$ cat config.mk
export PLATFORM = sky130hd
export DESIGN_NAME = ltf_top
export DESIGN_NICKNAME = d
export VERILOG_FILES = /design/src/common/ltf_pkg.sv /design/src/ltf_top.sv
export VERILOG_INCLUDE_DIRS = /design/src /design/src/common
export SDC_FILE = /design/constraint.sdc
export NUM_CORES = 1
export LEC_CHECK = 0
export ABC_AREA = 1
export CAP_MARGIN = 20
export CORE_MARGIN = 3
export CORE_UTILIZATION = 52
export CTS_BUF_LIST = sky130_fd_sc_hd__clkbuf_16
export DETAILED_ROUTE_END_ITERATION = 7
export DONT_BUFFER_PORTS = 1
export HOLD_SLACK_MARGIN = 0.02
export PLACE_DENSITY = 0.71
export SYNTH_ARGS = -nofsm -noshare
export SYNTH_HDL_FRONTEND = slang
export SYNTH_SLANG_ARGS = --single-unit
$ cat constraint.sdc
create_clock -name CLOCK_IN -period 5.4 [get_ports CLOCK_IN]
set_clock_uncertainty 0.15 [all_clocks]
set_input_delay 1.35 -clock CLOCK_IN [delete_from_list [all_inputs] [get_ports CLOCK_IN]]
set_output_delay 1.35 -clock CLOCK_IN [all_outputs]
set_load 0.02 [all_outputs]
$ cat src/common/ltf_cfg.svh
// Constants for the local timing and framing block
`ifndef LTF_CFG_SVH
`define LTF_CFG_SVH

// ----------------------------------------
// Clocking
// ----------------------------------------
`define LTF_SYS_CLK_KHZ 18'h30d40
`define LTF_MASTER_CLK_KHZ 18'h04000
`define LTF_FRAME_LOW_FROM 11'h7fe
`define LTF_FRAME_LOW_TO 11'h002
`define LTF_HALF_FRAME 11'h400

// ----------------------------------------
// Timeslot and frame lengths in master states, delay bounds in timeslots
// ----------------------------------------
`define LTF_TS_2M 11'h040
`define LTF_TS_4M 11'h020
`define LTF_TS_8M 11'h010
`define LTF_FRAME_LEN 12'h800
`define LTF_DMIN_2M 12'h002
`define LTF_DMIN_4M 12'h003
`define LTF_DMIN_8M 12'h005
`define LTF_DMAX_2M 12'h002
`define LTF_DMAX_4M 12'h005
`define LTF_DMAX_8M 12'h00b

// ----------------------------------------
// Group mode register fields
// ----------------------------------------
`define LTF_MD_START_HI 2:0
`define LTF_MD_WIDTH_BIT 3
`define LTF_MD_SPACE 5:4
`define LTF_MD_MODE 7:6
`define LTF_SPACE_2M 2'h0
`define LTF_SPACE_4M 2'h1

// ----------------------------------------
// Buffer
// ----------------------------------------
`define LTF_FIFO_WIDTH 32
`define LTF_FIFO_DEPTH 8
`define LTF_POL_RESET 4'h0

`endif

$ cat src/common/ltf_pkg.sv
// Types for the local timing and framing block
package ltf_pkg;
    typedef enum logic [2:0] {
        LTF_CM_FREE = 3'h0, LTF_CM_F1 = 3'h1, LTF_CM_F2 = 3'h2,
        LTF_CM_F3 = 3'h3, LTF_CM_SLAVE = 3'h4, LTF_CM_P5 = 3'h5,
        LTF_CM_P6 = 3'h6, LTF_CM_P7 = 3'h7
    } ltf_clk_mode_t;
    typedef enum logic [1:0] {
        LTF_SER_ONE = 2'h0, LTF_SER_TWO = 2'h1,
        LTF_SER_THREE = 2'h2, LTF_SER_FOUR = 2'h3
    } ltf_ser_cfg_t;
    typedef enum logic [1:0] {
        LTF_FRM_STATIC = 2'h0, LTF_FRM_ENABLES = 2'h1,
        LTF_FRM_PULSE = 2'h2, LTF_FRM_PULSE_INV = 2'h3
    } ltf_frm_mode_t;
    typedef enum logic [1:0] {
        LTF_R2 = 2'h0, LTF_R4 = 2'h1, LTF_R8 = 2'h2, LTF_RNONE = 2'h3
    } ltf_rate_t;
endpackage

$ cat src/ltf_top.sv
// Local timing, serial multiplexing and framing generator with its FIFO
`timescale 1ns/1ps
`default_nettype none
`include "ltf_cfg.svh"

// ----------------------------------------
// Transmit FIFO
// ----------------------------------------
module ltf_fifo #(
    parameter int WIDTH = 32,
    parameter int DEPTH = 8
) (
    input wire logic clk,
    input wire logic srst,
    input wire logic [WIDTH-1:0] wr_data,
    input wire logic wr_valid,
    output logic wr_ready,
    output logic [WIDTH-1:0] rd_data,
    output logic rd_valid,
    input wire logic rd_ready
);
    localparam int AW = $clog2(DEPTH);
    logic [WIDTH-1:0] mem [DEPTH];
    logic [AW:0] wr_ptr, rd_ptr, next_wr_ptr, next_rd_ptr;
    logic push, pop;

    assign wr_ready = (wr_ptr[AW] == rd_ptr[AW]) ||
                      (wr_ptr[AW-1:0] != rd_ptr[AW-1:0]);
    assign rd_valid = (wr_ptr != rd_ptr);
    assign rd_data = mem[rd_ptr[AW-1:0]];

    always_comb begin
        push = wr_valid && wr_ready;
        pop = rd_valid && rd_ready;
        next_wr_ptr = wr_ptr + (AW+1)'(push);
        next_rd_ptr = rd_ptr + (AW+1)'(pop);
    end

    always_ff @(posedge clk) begin
        if (srst) begin
            wr_ptr <= '0;
            rd_ptr <= '0;
        end else begin
            wr_ptr <= next_wr_ptr;
            rd_ptr <= next_rd_ptr;
        end
        if (push) begin
            mem[wr_ptr[AW-1:0]] <= wr_data;
        end
    end
endmodule

// ----------------------------------------
// Top
// ----------------------------------------
module ltf_top (
    input wire logic CLOCK_IN,
    input wire logic SRST_IN,
    input wire ltf_pkg::ltf_clk_mode_t CLOCK_MODE_IN,
    input wire logic BUS_MASTER_ENABLE_IN,
    input wire logic BUS_FRAME_IN,
    input wire logic SECONDARY_FRAME_REF_IN,
    input wire logic EXT_FRAME_REF_A_IN,
    input wire logic EXT_FRAME_REF_B_IN,
    input wire logic DMA_WRITE_ACK_IN,
    input wire logic DMA_READ_ACK_IN,
    input wire logic [3:0] LOCAL_CLOCK_POLARITY_IN,
    output logic [3:0] LOCAL_CLOCK_STATUS_OUT,
    input wire ltf_pkg::ltf_ser_cfg_t SERIAL_LAYOUT_IN,
    input wire logic [31:0] TX_DATA_IN,
    input wire logic TX_VALID_IN,
    output logic TX_READY_OUT,
    output logic [31:0] RX_DATA_OUT,
    output logic RX_VALID_OUT,
    input wire logic [3:0] LOCAL_SERIAL_IN,
    output logic [3:0] LOCAL_SERIAL_OUT,
    input wire logic [7:0] GROUP_A_START_IN,
    input wire logic [7:0] GROUP_A_MODE_IN,
    input wire logic [7:0] GROUP_B_START_IN,
    input wire logic [7:0] GROUP_B_MODE_IN,
    input wire logic [7:0] BUS_OUT_DRIVE_EN_IN,
    input wire logic [7:0] BUS_IN_DRIVE_EN_IN,
    output logic [11:0] FRAMING_GROUP_A_OUT,
    output logic [11:0] FRAMING_GROUP_B_OUT,
    output logic LOCAL_FRAME_CLOCK_OUT,
    output logic LOCAL_CLOCK_2M_OUT,
    output logic LOCAL_CLOCK_4M_OUT,
    output logic LOCAL_CLOCK_8M_OUT,
    output logic FRAME_PULSE_BAR_OUT,
    output logic BUS_MASTER_OUT,
    output logic [1:0] APLL_SOURCE_OUT,
    output logic DPLL_CLOCK_OUT,
    output logic [10:0] FRAME_STATE_OUT,
    input wire ltf_pkg::ltf_rate_t DELAY_IN_RATE_IN,
    input wire ltf_pkg::ltf_rate_t DELAY_OUT_RATE_IN,
    output logic [11:0] DELAY_MIN_OUT,
    output logic [11:0] DELAY_MAX_OUT
);
    import ltf_pkg::*;

    // ----------------------------------------
    // Shared decoders
    // ----------------------------------------
    function automatic ltf_rate_t pin_rate(ltf_ser_cfg_t c, int p);
        pin_rate = LTF_RNONE;
        unique case (c)
            LTF_SER_ONE: pin_rate = LTF_R2;
            LTF_SER_TWO: if (p == 0 || p == 2) pin_rate = LTF_R4;
            LTF_SER_THREE: if (p == 0) pin_rate = LTF_R8;
            LTF_SER_FOUR: begin
                if (p < 2) pin_rate = LTF_R2;
                else if (p == 2) pin_rate = LTF_R4;
            end
        endcase
    endfunction

    // Position of a pin bit inside the 32-bit slot word: byte*8 + bit
    function automatic logic [4:0] bit_pos(ltf_rate_t r, int p, logic [5:0] o);
        logic [1:0] byt;
        logic [2:0] b;
        byt = 2'(p);
        b = 3'h7 - o[5:3];
        if (r == LTF_R4) begin
            byt = 2'(p) + {1'b0, o[5]};
            b = 3'h7 - o[4:2];
        end else if (r == LTF_R8) begin
            byt = o[5:4];
            b = 3'h7 - o[3:1];
        end
        bit_pos = {byt, b};
    endfunction

    function automatic logic cell_end(ltf_rate_t r, logic [5:0] o);
        unique case (r)
            LTF_R2: cell_end = (o[2:0] == 3'h7);
            LTF_R4: cell_end = (o[1:0] == 2'h3);
            LTF_R8: cell_end = o[0];
            LTF_RNONE: cell_end = 1'b0;
        endcase
    endfunction

    function automatic logic [10:0] ts_len(ltf_rate_t r);
        ts_len = (r == LTF_R2) ? `LTF_TS_2M :
                 (r == LTF_R4) ? `LTF_TS_4M : `LTF_TS_8M;
    endfunction

    function automatic logic fg_bit(logic [7:0] st, logic [7:0] md,
                                    int i, logic [10:0] cnt,
                                    logic [7:0] en);
        logic [10:0] diff;
        logic [10:0] sp;
        logic [10:0] w;
        logic [10:0] lo;
        logic pulse;
        diff = cnt - {md[`LTF_MD_START_HI], st};
        sp = (md[`LTF_MD_SPACE] == `LTF_SPACE_2M) ? `LTF_TS_2M :
             (md[`LTF_MD_SPACE] == `LTF_SPACE_4M) ? `LTF_TS_4M : `LTF_TS_8M;
        w = md[`LTF_MD_WIDTH_BIT] ? sp : (sp >> 3);
        lo = 11'(i * sp);
        pulse = (diff >= lo) && (diff < lo + w);
        unique case (ltf_frm_mode_t'(md[`LTF_MD_MODE]))
            LTF_FRM_STATIC: fg_bit = (i < 8) ? st[i % 8] : md[i % 4];
            LTF_FRM_ENABLES: fg_bit = (i < 4) ? st[i % 8] : !en[(i + 4) % 8];
            LTF_FRM_PULSE: fg_bit = pulse;
            LTF_FRM_PULSE_INV: fg_bit = !pulse;
        endcase
    endfunction

    // ----------------------------------------
    // Master tick and frame counter
    // ----------------------------------------
    logic [17:0] acc, next_acc;
    logic [10:0] state, next_state;
    logic tick, next_tick, st_new;
    logic [1:0] adj, next_adj;
    logic ref_q, next_ref_q, ref_sel, ref_rise;

    always_comb begin
        unique case (CLOCK_MODE_IN[1:0])
            2'h1: ref_sel = SECONDARY_FRAME_REF_IN;
            2'h2: ref_sel = EXT_FRAME_REF_A_IN;
            2'h3: ref_sel = EXT_FRAME_REF_B_IN;
            default: ref_sel = !BUS_FRAME_IN;
        endcase
        next_ref_q = ref_sel;
        ref_rise = ref_sel && !ref_q;
        next_acc = acc + `LTF_MASTER_CLK_KHZ;
        next_tick = 1'b0;
        if (next_acc >= `LTF_SYS_CLK_KHZ) begin
            next_acc = next_acc - `LTF_SYS_CLK_KHZ;
            next_tick = 1'b1;
        end
        next_state = state;
        next_adj = adj;
        if (next_tick) begin
            next_adj = 2'h0;
            if (adj == 2'h1) next_state = state;
            else if (adj == 2'h2) next_state = state + 11'h002;
            else next_state = state + 11'h001;
        end
        if (ref_rise) begin
            if (CLOCK_MODE_IN[2] && CLOCK_MODE_IN != LTF_CM_FREE) begin
                // Hard realign; also used by bus slave mode
                next_state = '0;
                next_acc = '0;
                next_tick = 1'b0;
            end else if (CLOCK_MODE_IN != LTF_CM_FREE && state != '0) begin
                // One state nudge per frame: frequency held, phase may drift
                next_adj = (state >= `LTF_HALF_FRAME) ? 2'h2 : 2'h1;
            end
        end
    end

    always_ff @(posedge CLOCK_IN) begin
        if (SRST_IN) begin
            acc <= '0;
            state <= '0;
            tick <= 1'b0;
            adj <= 2'h0;
            ref_q <= 1'b0;
        end else begin
            acc <= next_acc;
            state <= next_state;
            tick <= next_tick;
            adj <= next_adj;
            ref_q <= next_ref_q;
        end
    end
    assign st_new = tick;

    // ----------------------------------------
    // Clock outputs, mastership, status
    // ----------------------------------------
    logic frame_raw;
    logic [1:0] next_apll;

    always_comb begin
        frame_raw = !(state >= `LTF_FRAME_LOW_FROM ||
                      state < `LTF_FRAME_LOW_TO);
        unique case (CLOCK_MODE_IN)
            LTF_CM_FREE: next_apll = 2'h0;
            LTF_CM_SLAVE: next_apll = 2'h1;
            default: next_apll = 2'h2;
        endcase
    end

    always_ff @(posedge CLOCK_IN) begin
        if (SRST_IN) begin
            LOCAL_FRAME_CLOCK_OUT <= 1'b1;
            LOCAL_CLOCK_2M_OUT <= 1'b0;
            LOCAL_CLOCK_4M_OUT <= 1'b0;
            LOCAL_CLOCK_8M_OUT <= 1'b0;
            FRAME_PULSE_BAR_OUT <= 1'b1;
            BUS_MASTER_OUT <= 1'b0;
            APLL_SOURCE_OUT <= 2'h0;
            DPLL_CLOCK_OUT <= 1'b0;
            LOCAL_CLOCK_STATUS_OUT <= 4'h0;
            FRAME_STATE_OUT <= '0;
        end else begin
            LOCAL_FRAME_CLOCK_OUT <= frame_raw ^ LOCAL_CLOCK_POLARITY_IN[0];
            LOCAL_CLOCK_2M_OUT <= state[2] ^ LOCAL_CLOCK_POLARITY_IN[1];
            LOCAL_CLOCK_4M_OUT <= state[1] ^ LOCAL_CLOCK_POLARITY_IN[2];
            LOCAL_CLOCK_8M_OUT <= state[0] ^ LOCAL_CLOCK_POLARITY_IN[3];
            FRAME_PULSE_BAR_OUT <= frame_raw;
            BUS_MASTER_OUT <= BUS_MASTER_ENABLE_IN &&
                              CLOCK_MODE_IN != LTF_CM_SLAVE;
            APLL_SOURCE_OUT <= next_apll;
            DPLL_CLOCK_OUT <= state[1];
            LOCAL_CLOCK_STATUS_OUT <= {DMA_READ_ACK_IN, DMA_WRITE_ACK_IN,
                                       EXT_FRAME_REF_B_IN,
                                       EXT_FRAME_REF_A_IN};
            FRAME_STATE_OUT <= state;
        end
    end

    // ----------------------------------------
    // Local serial streams
    // ----------------------------------------
    logic [31:0] fifo_data, tx_word, next_tx_word;
    logic [31:0] rx_acc, next_rx_acc, next_rx_data;
    logic [3:0] next_ser;
    logic fifo_valid, fifo_pop, slot_start, slot_end, next_rx_valid;
    logic [5:0] off;

    // Source stalls on TX_READY_OUT; drain is one word per 2 Mb/s slot
    ltf_fifo #(.WIDTH(`LTF_FIFO_WIDTH), .DEPTH(`LTF_FIFO_DEPTH)) u_fifo (
        .clk(CLOCK_IN),
        .srst(SRST_IN),
        .wr_data(TX_DATA_IN),
        .wr_valid(TX_VALID_IN),
        .wr_ready(TX_READY_OUT),
        .rd_data(fifo_data),
        .rd_valid(fifo_valid),
        .rd_ready(fifo_pop)
    );

    always_comb begin
        off = state[5:0];
        slot_start = st_new && off == 6'h00;
        slot_end = st_new && off == 6'h3f;
        fifo_pop = slot_start;
        next_tx_word = tx_word;
        if (slot_start) begin
            // Underrun sends idle ones rather than stale data
            next_tx_word = fifo_valid ? fifo_data : 32'hffffffff;
        end
        next_rx_acc = rx_acc;
        for (int p = 0; p < 4; p++) begin
            ltf_rate_t r;
            logic [4:0] pos;
            r = pin_rate(SERIAL_LAYOUT_IN, p);
            pos = bit_pos(r, p, off);
            if (r == LTF_RNONE) begin
                next_ser[p] = 1'b1;
            end else begin
                next_ser[p] = next_tx_word[pos];
            end
            if (st_new && r != LTF_RNONE && cell_end(r, off)) begin
                next_rx_acc[pos] = LOCAL_SERIAL_IN[p];
            end
        end
        next_rx_valid = slot_end;
        next_rx_data = slot_end ? next_rx_acc : RX_DATA_OUT;
    end

    always_ff @(posedge CLOCK_IN) begin
        if (SRST_IN) begin
            tx_word <= 32'hffffffff;
            rx_acc <= '0;
            LOCAL_SERIAL_OUT <= 4'hf;
            RX_DATA_OUT <= '0;
            RX_VALID_OUT <= 1'b0;
        end else begin
            tx_word <= next_tx_word;
            rx_acc <= next_rx_acc;
            LOCAL_SERIAL_OUT <= next_ser;
            RX_DATA_OUT <= next_rx_data;
            RX_VALID_OUT <= next_rx_valid;
        end
    end

    // ----------------------------------------
    // Framing groups
    // ----------------------------------------
    logic [11:0] next_fga, next_fgb;

    always_comb begin
        for (int i = 0; i < 12; i++) begin
            next_fga[i] = fg_bit(GROUP_A_START_IN, GROUP_A_MODE_IN, i,
                                 state, BUS_OUT_DRIVE_EN_IN);
            next_fgb[i] = fg_bit(GROUP_B_START_IN, GROUP_B_MODE_IN, i,
                                 state, BUS_IN_DRIVE_EN_IN);
        end
    end

    always_ff @(posedge CLOCK_IN) begin
        if (SRST_IN) begin
            FRAMING_GROUP_A_OUT <= '0;
            FRAMING_GROUP_B_OUT <= '0;
        end else begin
            FRAMING_GROUP_A_OUT <= next_fga;
            FRAMING_GROUP_B_OUT <= next_fgb;
        end
    end

    // ----------------------------------------
    // Throughput delay bounds, in master states
    // ----------------------------------------
    function automatic logic [11:0] slots(ltf_rate_t r, logic mx);
        unique case (r)
            LTF_R2: slots = mx ? `LTF_DMAX_2M : `LTF_DMIN_2M;
            LTF_R4: slots = mx ? `LTF_DMAX_4M : `LTF_DMIN_4M;
            default: slots = mx ? `LTF_DMAX_8M : `LTF_DMIN_8M;
        endcase
    endfunction

    always_ff @(posedge CLOCK_IN) begin
        if (SRST_IN) begin
            DELAY_MIN_OUT <= '0;
            DELAY_MAX_OUT <= '0;
        end else begin
            DELAY_MIN_OUT <= 12'(slots(DELAY_OUT_RATE_IN, 1'b0) *
                             ts_len(DELAY_OUT_RATE_IN));
            DELAY_MAX_OUT <= `LTF_FRAME_LEN + 12'(slots(DELAY_IN_RATE_IN,
                             1'b1) * ts_len(DELAY_IN_RATE_IN));
        end
    end
endmodule
`default_nettype wire

# Yosys cells after proc, flatten, opt, wreduce, memory -nomap -nowiden
# Memory sizes are Yosys's and may differ from the RTL's. A register that Yosys moved wholly into a read port is not among the register bits.
# Index checks and enable logic that the tools add are counted.
# op_classes
n_addsub	37
multipliers	16
magnitude_cmp	60
n_eq_ne	42
n_mux	109
n_bitwise	4
reduce_logical	112
# op_table
operator	count
$lt 11x11->1	24
$ge 11x11->1	22
$add 11x11->11	21
$mux 32	6
$bwmux 32	4
$pmux 1 s4	20
$mux 11	6
$mux 18	3
$logic_and 1x1->1	44
$mul 3x11->11 const A	4
$logic_not 1->1	43
$eq 2x2->1 const B	18
$mux 7	5
$mux 2	15
$mux 3	9
$pmux 1 s3	9
$eq 2x1->1 const B	13
$lt 5x6->1 const B	4
$mul 12x7->12	2
$mux 12	2
$mux 6	4
$ge 11x1->1 const B	2
$ge 11x11->1 const B	2
$logic_not 2->1	11
40 further kinds	87
# totals
reg_bits	214
ramBits	256
in_bits	107
out_inout_bits	110
wordCells	410
n_memories	1
# memory_table
memory	depth	width	read_ports	rd_clocked_by_memory_dff	write_ports	line	text
u_fifo.mem	8	32	1	1	1	ltf_top.sv:23	logic [WIDTH-1:0] mem [DEPTH];

# Depth between registers and ports, before layout
# logic_depth
depth_word	18
mapped_depth	25
ltp_nobuf	25

# Cells and area by module
# From an unflattened synthesis, not the netlist that was laid out.
# unflattened
cells_unflattened	3205
hier_area_um2	25709.7
# modules_own_cells
mod	n_inst	cells_each	area_each_um2	seq_area_each_um2
ltf_top	1	2345	15179.6	3783.6
ltf_fifo	1	860	10530.1	7847.5

# Least setup slack after synthesis
# OpenSTA, ideal clock, no wires.
# synth_timing
path_kind	input to register
startpoint	input GROUP_B_START_IN[0]
endpoint	register FRAMING_GROUP_B_OUT[8]
setup_time_ns	0.115
arrival_time_ns	4.017
required_ns	5.135
slack_ns	1.118
cell_stages	19
n_path_buf	0
path_cell_list	ha_1 inv_1 fa_1 nand2_1 nand3_1 nand2_1 inv_1 nand2_1 nand2_1 xor2_1 ha_1 nand2_1 a21oi_1 nor3_1 nand2_1 nor2_1 nand2_1 a21oi_1 nor2_1
# synth_between
elab_chain_len	5
elab_cells_between_ends	6
cone_classes	1 x add/sub; 2 x order compare; 1 x mux; 2 x reduce/logical
# synth_rtl
element	line	text
start: declaration	ltf_top.sv:79	input wire logic [7:0] GROUP_B_START_IN,
$sub 11x11->11 (*)	ltf_top.sv:155	diff = cnt - {md[`LTF_MD_START_HI], st};
$ge 11x11->1 or $lt 11x11->1 (tied branches)	ltf_top.sv:160	pulse = (diff >= lo) && (diff < lo + w);
$logic_and 1x1->1 (*)	ltf_top.sv:160	
$logic_not 1->1	ltf_top.sv:165	LTF_FRM_PULSE_INV: fg_bit = !pulse;
$pmux 1 s4 (*)	ltf_top.sv:161	unique case (ltf_frm_mode_t'(md[`LTF_MD_MODE]))
end signal: assignment	ltf_top.sv:362	FRAMING_GROUP_B_OUT <= next_fgb;
end: declaration	ltf_top.sv:84	output logic [11:0] FRAMING_GROUP_B_OUT,
# Every way passes the cells marked *; elsewhere a longest branch is shown, timed or not.
# A chain may end at the register's enable or synchronous reset.

# Worst setup path after layout
# layout_timing
startpoint	register state[0]
endpoint	register FRAMING_GROUP_B_OUT[1]
# layout_between
elab_chain_len	5
elab_cells_between_ends	6
cone_classes	1 x add/sub; 2 x order compare; 1 x mux; 2 x reduce/logical
# layout_rtl
element	line	text
start: declaration	ltf_top.sv:173	logic [10:0] state, next_state;
start signal: assignment	ltf_top.sv:223	state <= next_state;
$sub 11x11->11 (*)	ltf_top.sv:155	
$ge 11x11->1 or $lt 11x11->1 (tied branches)	ltf_top.sv:160	
$logic_and 1x1->1 (*)	ltf_top.sv:160	
$logic_not 1->1	ltf_top.sv:165	
$pmux 1 s3 (*)	ltf_top.sv:161	
# Marked as above.

==> results.json <==
{
  "clk_pin_slew_ps": 60,
  "grt_first_pass_wirelength_mm": 109.6,
  "critPathMaxStageDelay_ps": 450,
  "final_common_cell": "nand2_1",
  "worst-setup-path-type": "flip-flop to flip-flop",
  "cts_setup_buffers": 0,
  "power_density_nw_per_um2": 278.8,
  "start_util_pct": 53.00,
  "port_buffers": 0,
  "core_area_um2": 48150,
  "die_h_um": 227.5,
  "postCtsHoldBufs": 0,
  "cp_top_family": "simple AND/OR/NAND/NOR gates",
  "p_int_mw": 5.733,
  "vias": 21700,
  "tightest_slew_ps": 1011,
  "areaGrowthSynthToFinish_pct": 8.771,
  "ant_nets": 0,
  "clock-sinks": 453,
  "syn_avg_cell_area_um2": 8.043,
  "grt_pass1_vias": 20740,
  "hold_start": "rx_acc[0]$_SDFF_PP0_",
  "p_leak_nw": 12.13,
  "gr-usage-all-layers_pct": 26.63,
  "drv_cap": 0,
  "critPathMaxFanout": 10,
  "via_per_inst": 5.610,
  "critPathCaptureType": "flip-flop",
  "status": "completed",
  "io_pins": 217,
  "fmax_mhz": 234.5,
  "peakVddDrop_mv": 0.3184,
  "cts_made_buffers": 47,
  "rr_endpoint": "FRAMING_GROUP_B_OUT[1]$_SDFF_PP0_",
  "htreeDepth": 2,
  "syn_area_um2": 25520,
  "rsz0062_at_grt": "no",
  "worst-path-stages": 24,
  "timing.rr.start": "state[0]$_SDFF_PP0_",
  "path_cells": "inv_1 -> ha_1 -> inv_1 -> fa_1 -> nand2_1 -> nand3_1 -> nand2_1 -> inv_1 -> nand2_1 -> nand2_1 -> nand2_1 -> and2_1 -> buf_4 -> ha_1 -> a21oi_1 -> o21ai_0 -> inv_1 -> a21boi_0 -> nor3_1 -> nand3_1 -> nand2_1 -> nand3_1 -> nand2_1 -> inv_1",
  "clock_power_share_pct": 40.7,
  "critPathCapture": "FRAMING_GROUP_B_OUT[1]$_SDFF_PP0_",
  "path_buf_inv": 6,
  "r2r_slack_ps": 1140,
  "setup_viol": 0,
  "layout_common_cells": "nand2_1, nor2_1, inv_1",
  "die_w_um": 227.5,
  "gr-total-overflow": 0,
  "worstHoldPathType": "flip-flop to flip-flop",
  "antenna_found_initial": 0,
  "worstPathArrival_ps": 4610,
  "ys_types": 53,
  "p_sw_share_pct": 25.93,
  "fin_nets": 3495,
  "drive_gt1_share_pct": 5.606,
  "n_fill_cell": 4300,
  "rows": 80,
  "fin_crit_sh_pct": 78.97,
  "synth_edf_count": 256,
  "startpoint": "state[0]$_SDFF_PP0_",
  "cts_buffer_depth": 3,
  "gp_congestion": 0.9639,
  "syn_inst": 3173,
  "clkLatencyLatePin_ps": 620,
  "ys_seq_area_share_pct": 45.58,
  "min_period_ps": 4264,
  "drc_errors": 0,
  "cts_tree": "done",
  "required_ps": 5750,
  "ys_warn_count": 0,
  "fin_setup_tns_ps": 0,
  "cp_common_cell": "nand2_1",
  "critPathLaunchType": "flip-flop",
  "wl_per_cell_um": 18.17,
  "dr.pass1.iters": 7,
  "p_sw_mw": 2.007,
  "critical-path-slowest-cell": "and2_1",
  "ys_ff_latch": 453,
  "cts-resized-gates": 0,
  "die-area_um2": 51770,
  "setup_ws_ps": 1136,
  "pwr-share-comb_pct": 10.2,
  "dp_hpwl_mm": 48.58,
  "root_buffer": "clkbuf_16",
  "ys.flop_type": "edfxtp_1",
  "reg2reg_depth": 24,
  "dp_slack_ps": 675.8,
  "drt_iter0_drc": 1769,
  "relSlewSlack_pct": 32.61,
  "hold_viol_final": 0,
  "drv_slew": 0,
  "routed_wl_mm": 70.30,
  "synthArstFlopShare_pct": 0,
  "seq_power_share_pct": 49.0,
  "grt_max_degree": 106
}
[power groups by stage]
| stage | Combinational (mW) | Clock (mW) | Sequential [mW] |
|---|---|---|---|
| after floorplan | 0.583 | 0 | 3.86 |
| after global placement | 0.756 | 0 | 3.87 |
| after detailed placement | 0.774 | 0 | 3.87 |
| after CTS | 0.779 | 3.19 | 3.79 |
| after global routing | 0.897 | 3.33 | 3.80 |
| final | 0.793 | 3.15 | 3.79 |
[cells in the mapped netlist, drive strengths merged, types with 32 or more instances]
| cell type | number | share of area (%) |
|---|---|---|
| edfxtp | 256 | 30 |
| buf | 52 | 1.1 |
| o21ai | 232 | 4.6 |
| dfxtp | 197 | 15 |
| nor3 | 32 | 0.65 |
| o211ai | 38 | 1.1 |
| inv | 310 | 4.6 |
| clkbuf | 63 | 0.93 |
| nand3 | 193 | 3.8 |
| nor2 | 511 | 7.8 |
| ha | 209 | 10 |
| nand2 | 711 | 10 |
| a21oi | 165 | 3.3 |
| nand4 | 36 | 0.91 |
[flip-flops by register name (all words and copies together) (netlist names), 7 cells and up]
name                 cells
u_fifo.mem             256
rx_acc                  32
FRAME_STATE_OUT         11
FRAMING_GROUP_A_OUT     12
FRAMING_GROUP_B_OUT     12
DELAY_MAX_OUT            7
DELAY_MIN_OUT            7
RX_DATA_OUT             32
tx_word                 32
acc                     12
state                   11
[worst reg2reg max path, delay by kind of cell, from the launching register on]
kind / cells / cell delay (ps)
AND/OR/NAND/NOR: 12 / 1470
adder cells (fa/ha/maj): 3 / 950
buffers and inverters: 6 / 910
flip-flops: 1 / 350
AO/OA/AOI/OAI: 3 / 340
[cell type report]
cell class | instances | area (µm²) | area share [%]
multi-input cells | 2328 | 12380 | 44.60
flip-flops and latches | 453 | 11640 | 41.92
inverters | 314 | 1179 | 4.246
clock buffers | 47 | 1176 | 4.237
well taps | 656 | 820.8 | 2.957
clock inverters | 38 | 311.5 | 1.122
repair buffers | 31 | 252.7 | 0.9105
diodes | 1 | 2.502 | 0.009015
[through the flow]
step	std cells	instance area (µm²)	power, mW	hold slack [ps]	util, %
after floorplan	3210	25660	4.442	296.2	-
after CTS	3866	27730	7.764	316.6	57.59
after global placement	3781	26240	4.623	300.3	54.50
after detailed placement	3781	26240	4.643	308.5	54.50
after global routing	3867	27760	8.024	343.6	57.65
final	3868	27760	7.740	321.3	57.65
[how the worst min path moves through the flow]
stage	to	slack (ps)	cells past startpoint
floorplan	rx_acc[0]$_SDFF_PP0_	300	2
global placement	rx_acc[6]$_SDFF_PP0_	300	2
detailed placement	rx_acc[0]$_SDFF_PP0_	310	2
CTS	rx_acc[0]$_SDFF_PP0_	320	2
global route	rx_acc[0]$_SDFF_PP0_	340	2
finish	rx_acc[0]$_SDFF_PP0_	320	2
[per-layer routing]
| layer | share of wire [%] | wire length (µm) | GRT usage [%] |
|---|---|---|---|
| met4 | 3.3 | 2343 | 10.30 |
| met2 | 48 | 33880 | 45.52 |
| met5 | 0 | 0 | 0 |
| met1 | 41 | 29120 | 33.94 |
| met3 | 7.0 | 4946 | 4.475 |
[cells by family (layout without fill, tap and decap cells)]
kind of cell	after synthesis	count (layout)	share of synthesized area (%)
xor gates and xnor gates	28	28	0.9610
AOI/OAI and AO/OA	517	517	11.31
buffers and inverters	429	430	6.692
adders and majority gates	213	213	10.56
other	2	40	0.02943
DFF	453	453	45.58
muxes	1	1	0.03922
and+or+nand+nor	1530	1530	24.83
No activity file was read; power rests on OpenSTA's default activity.
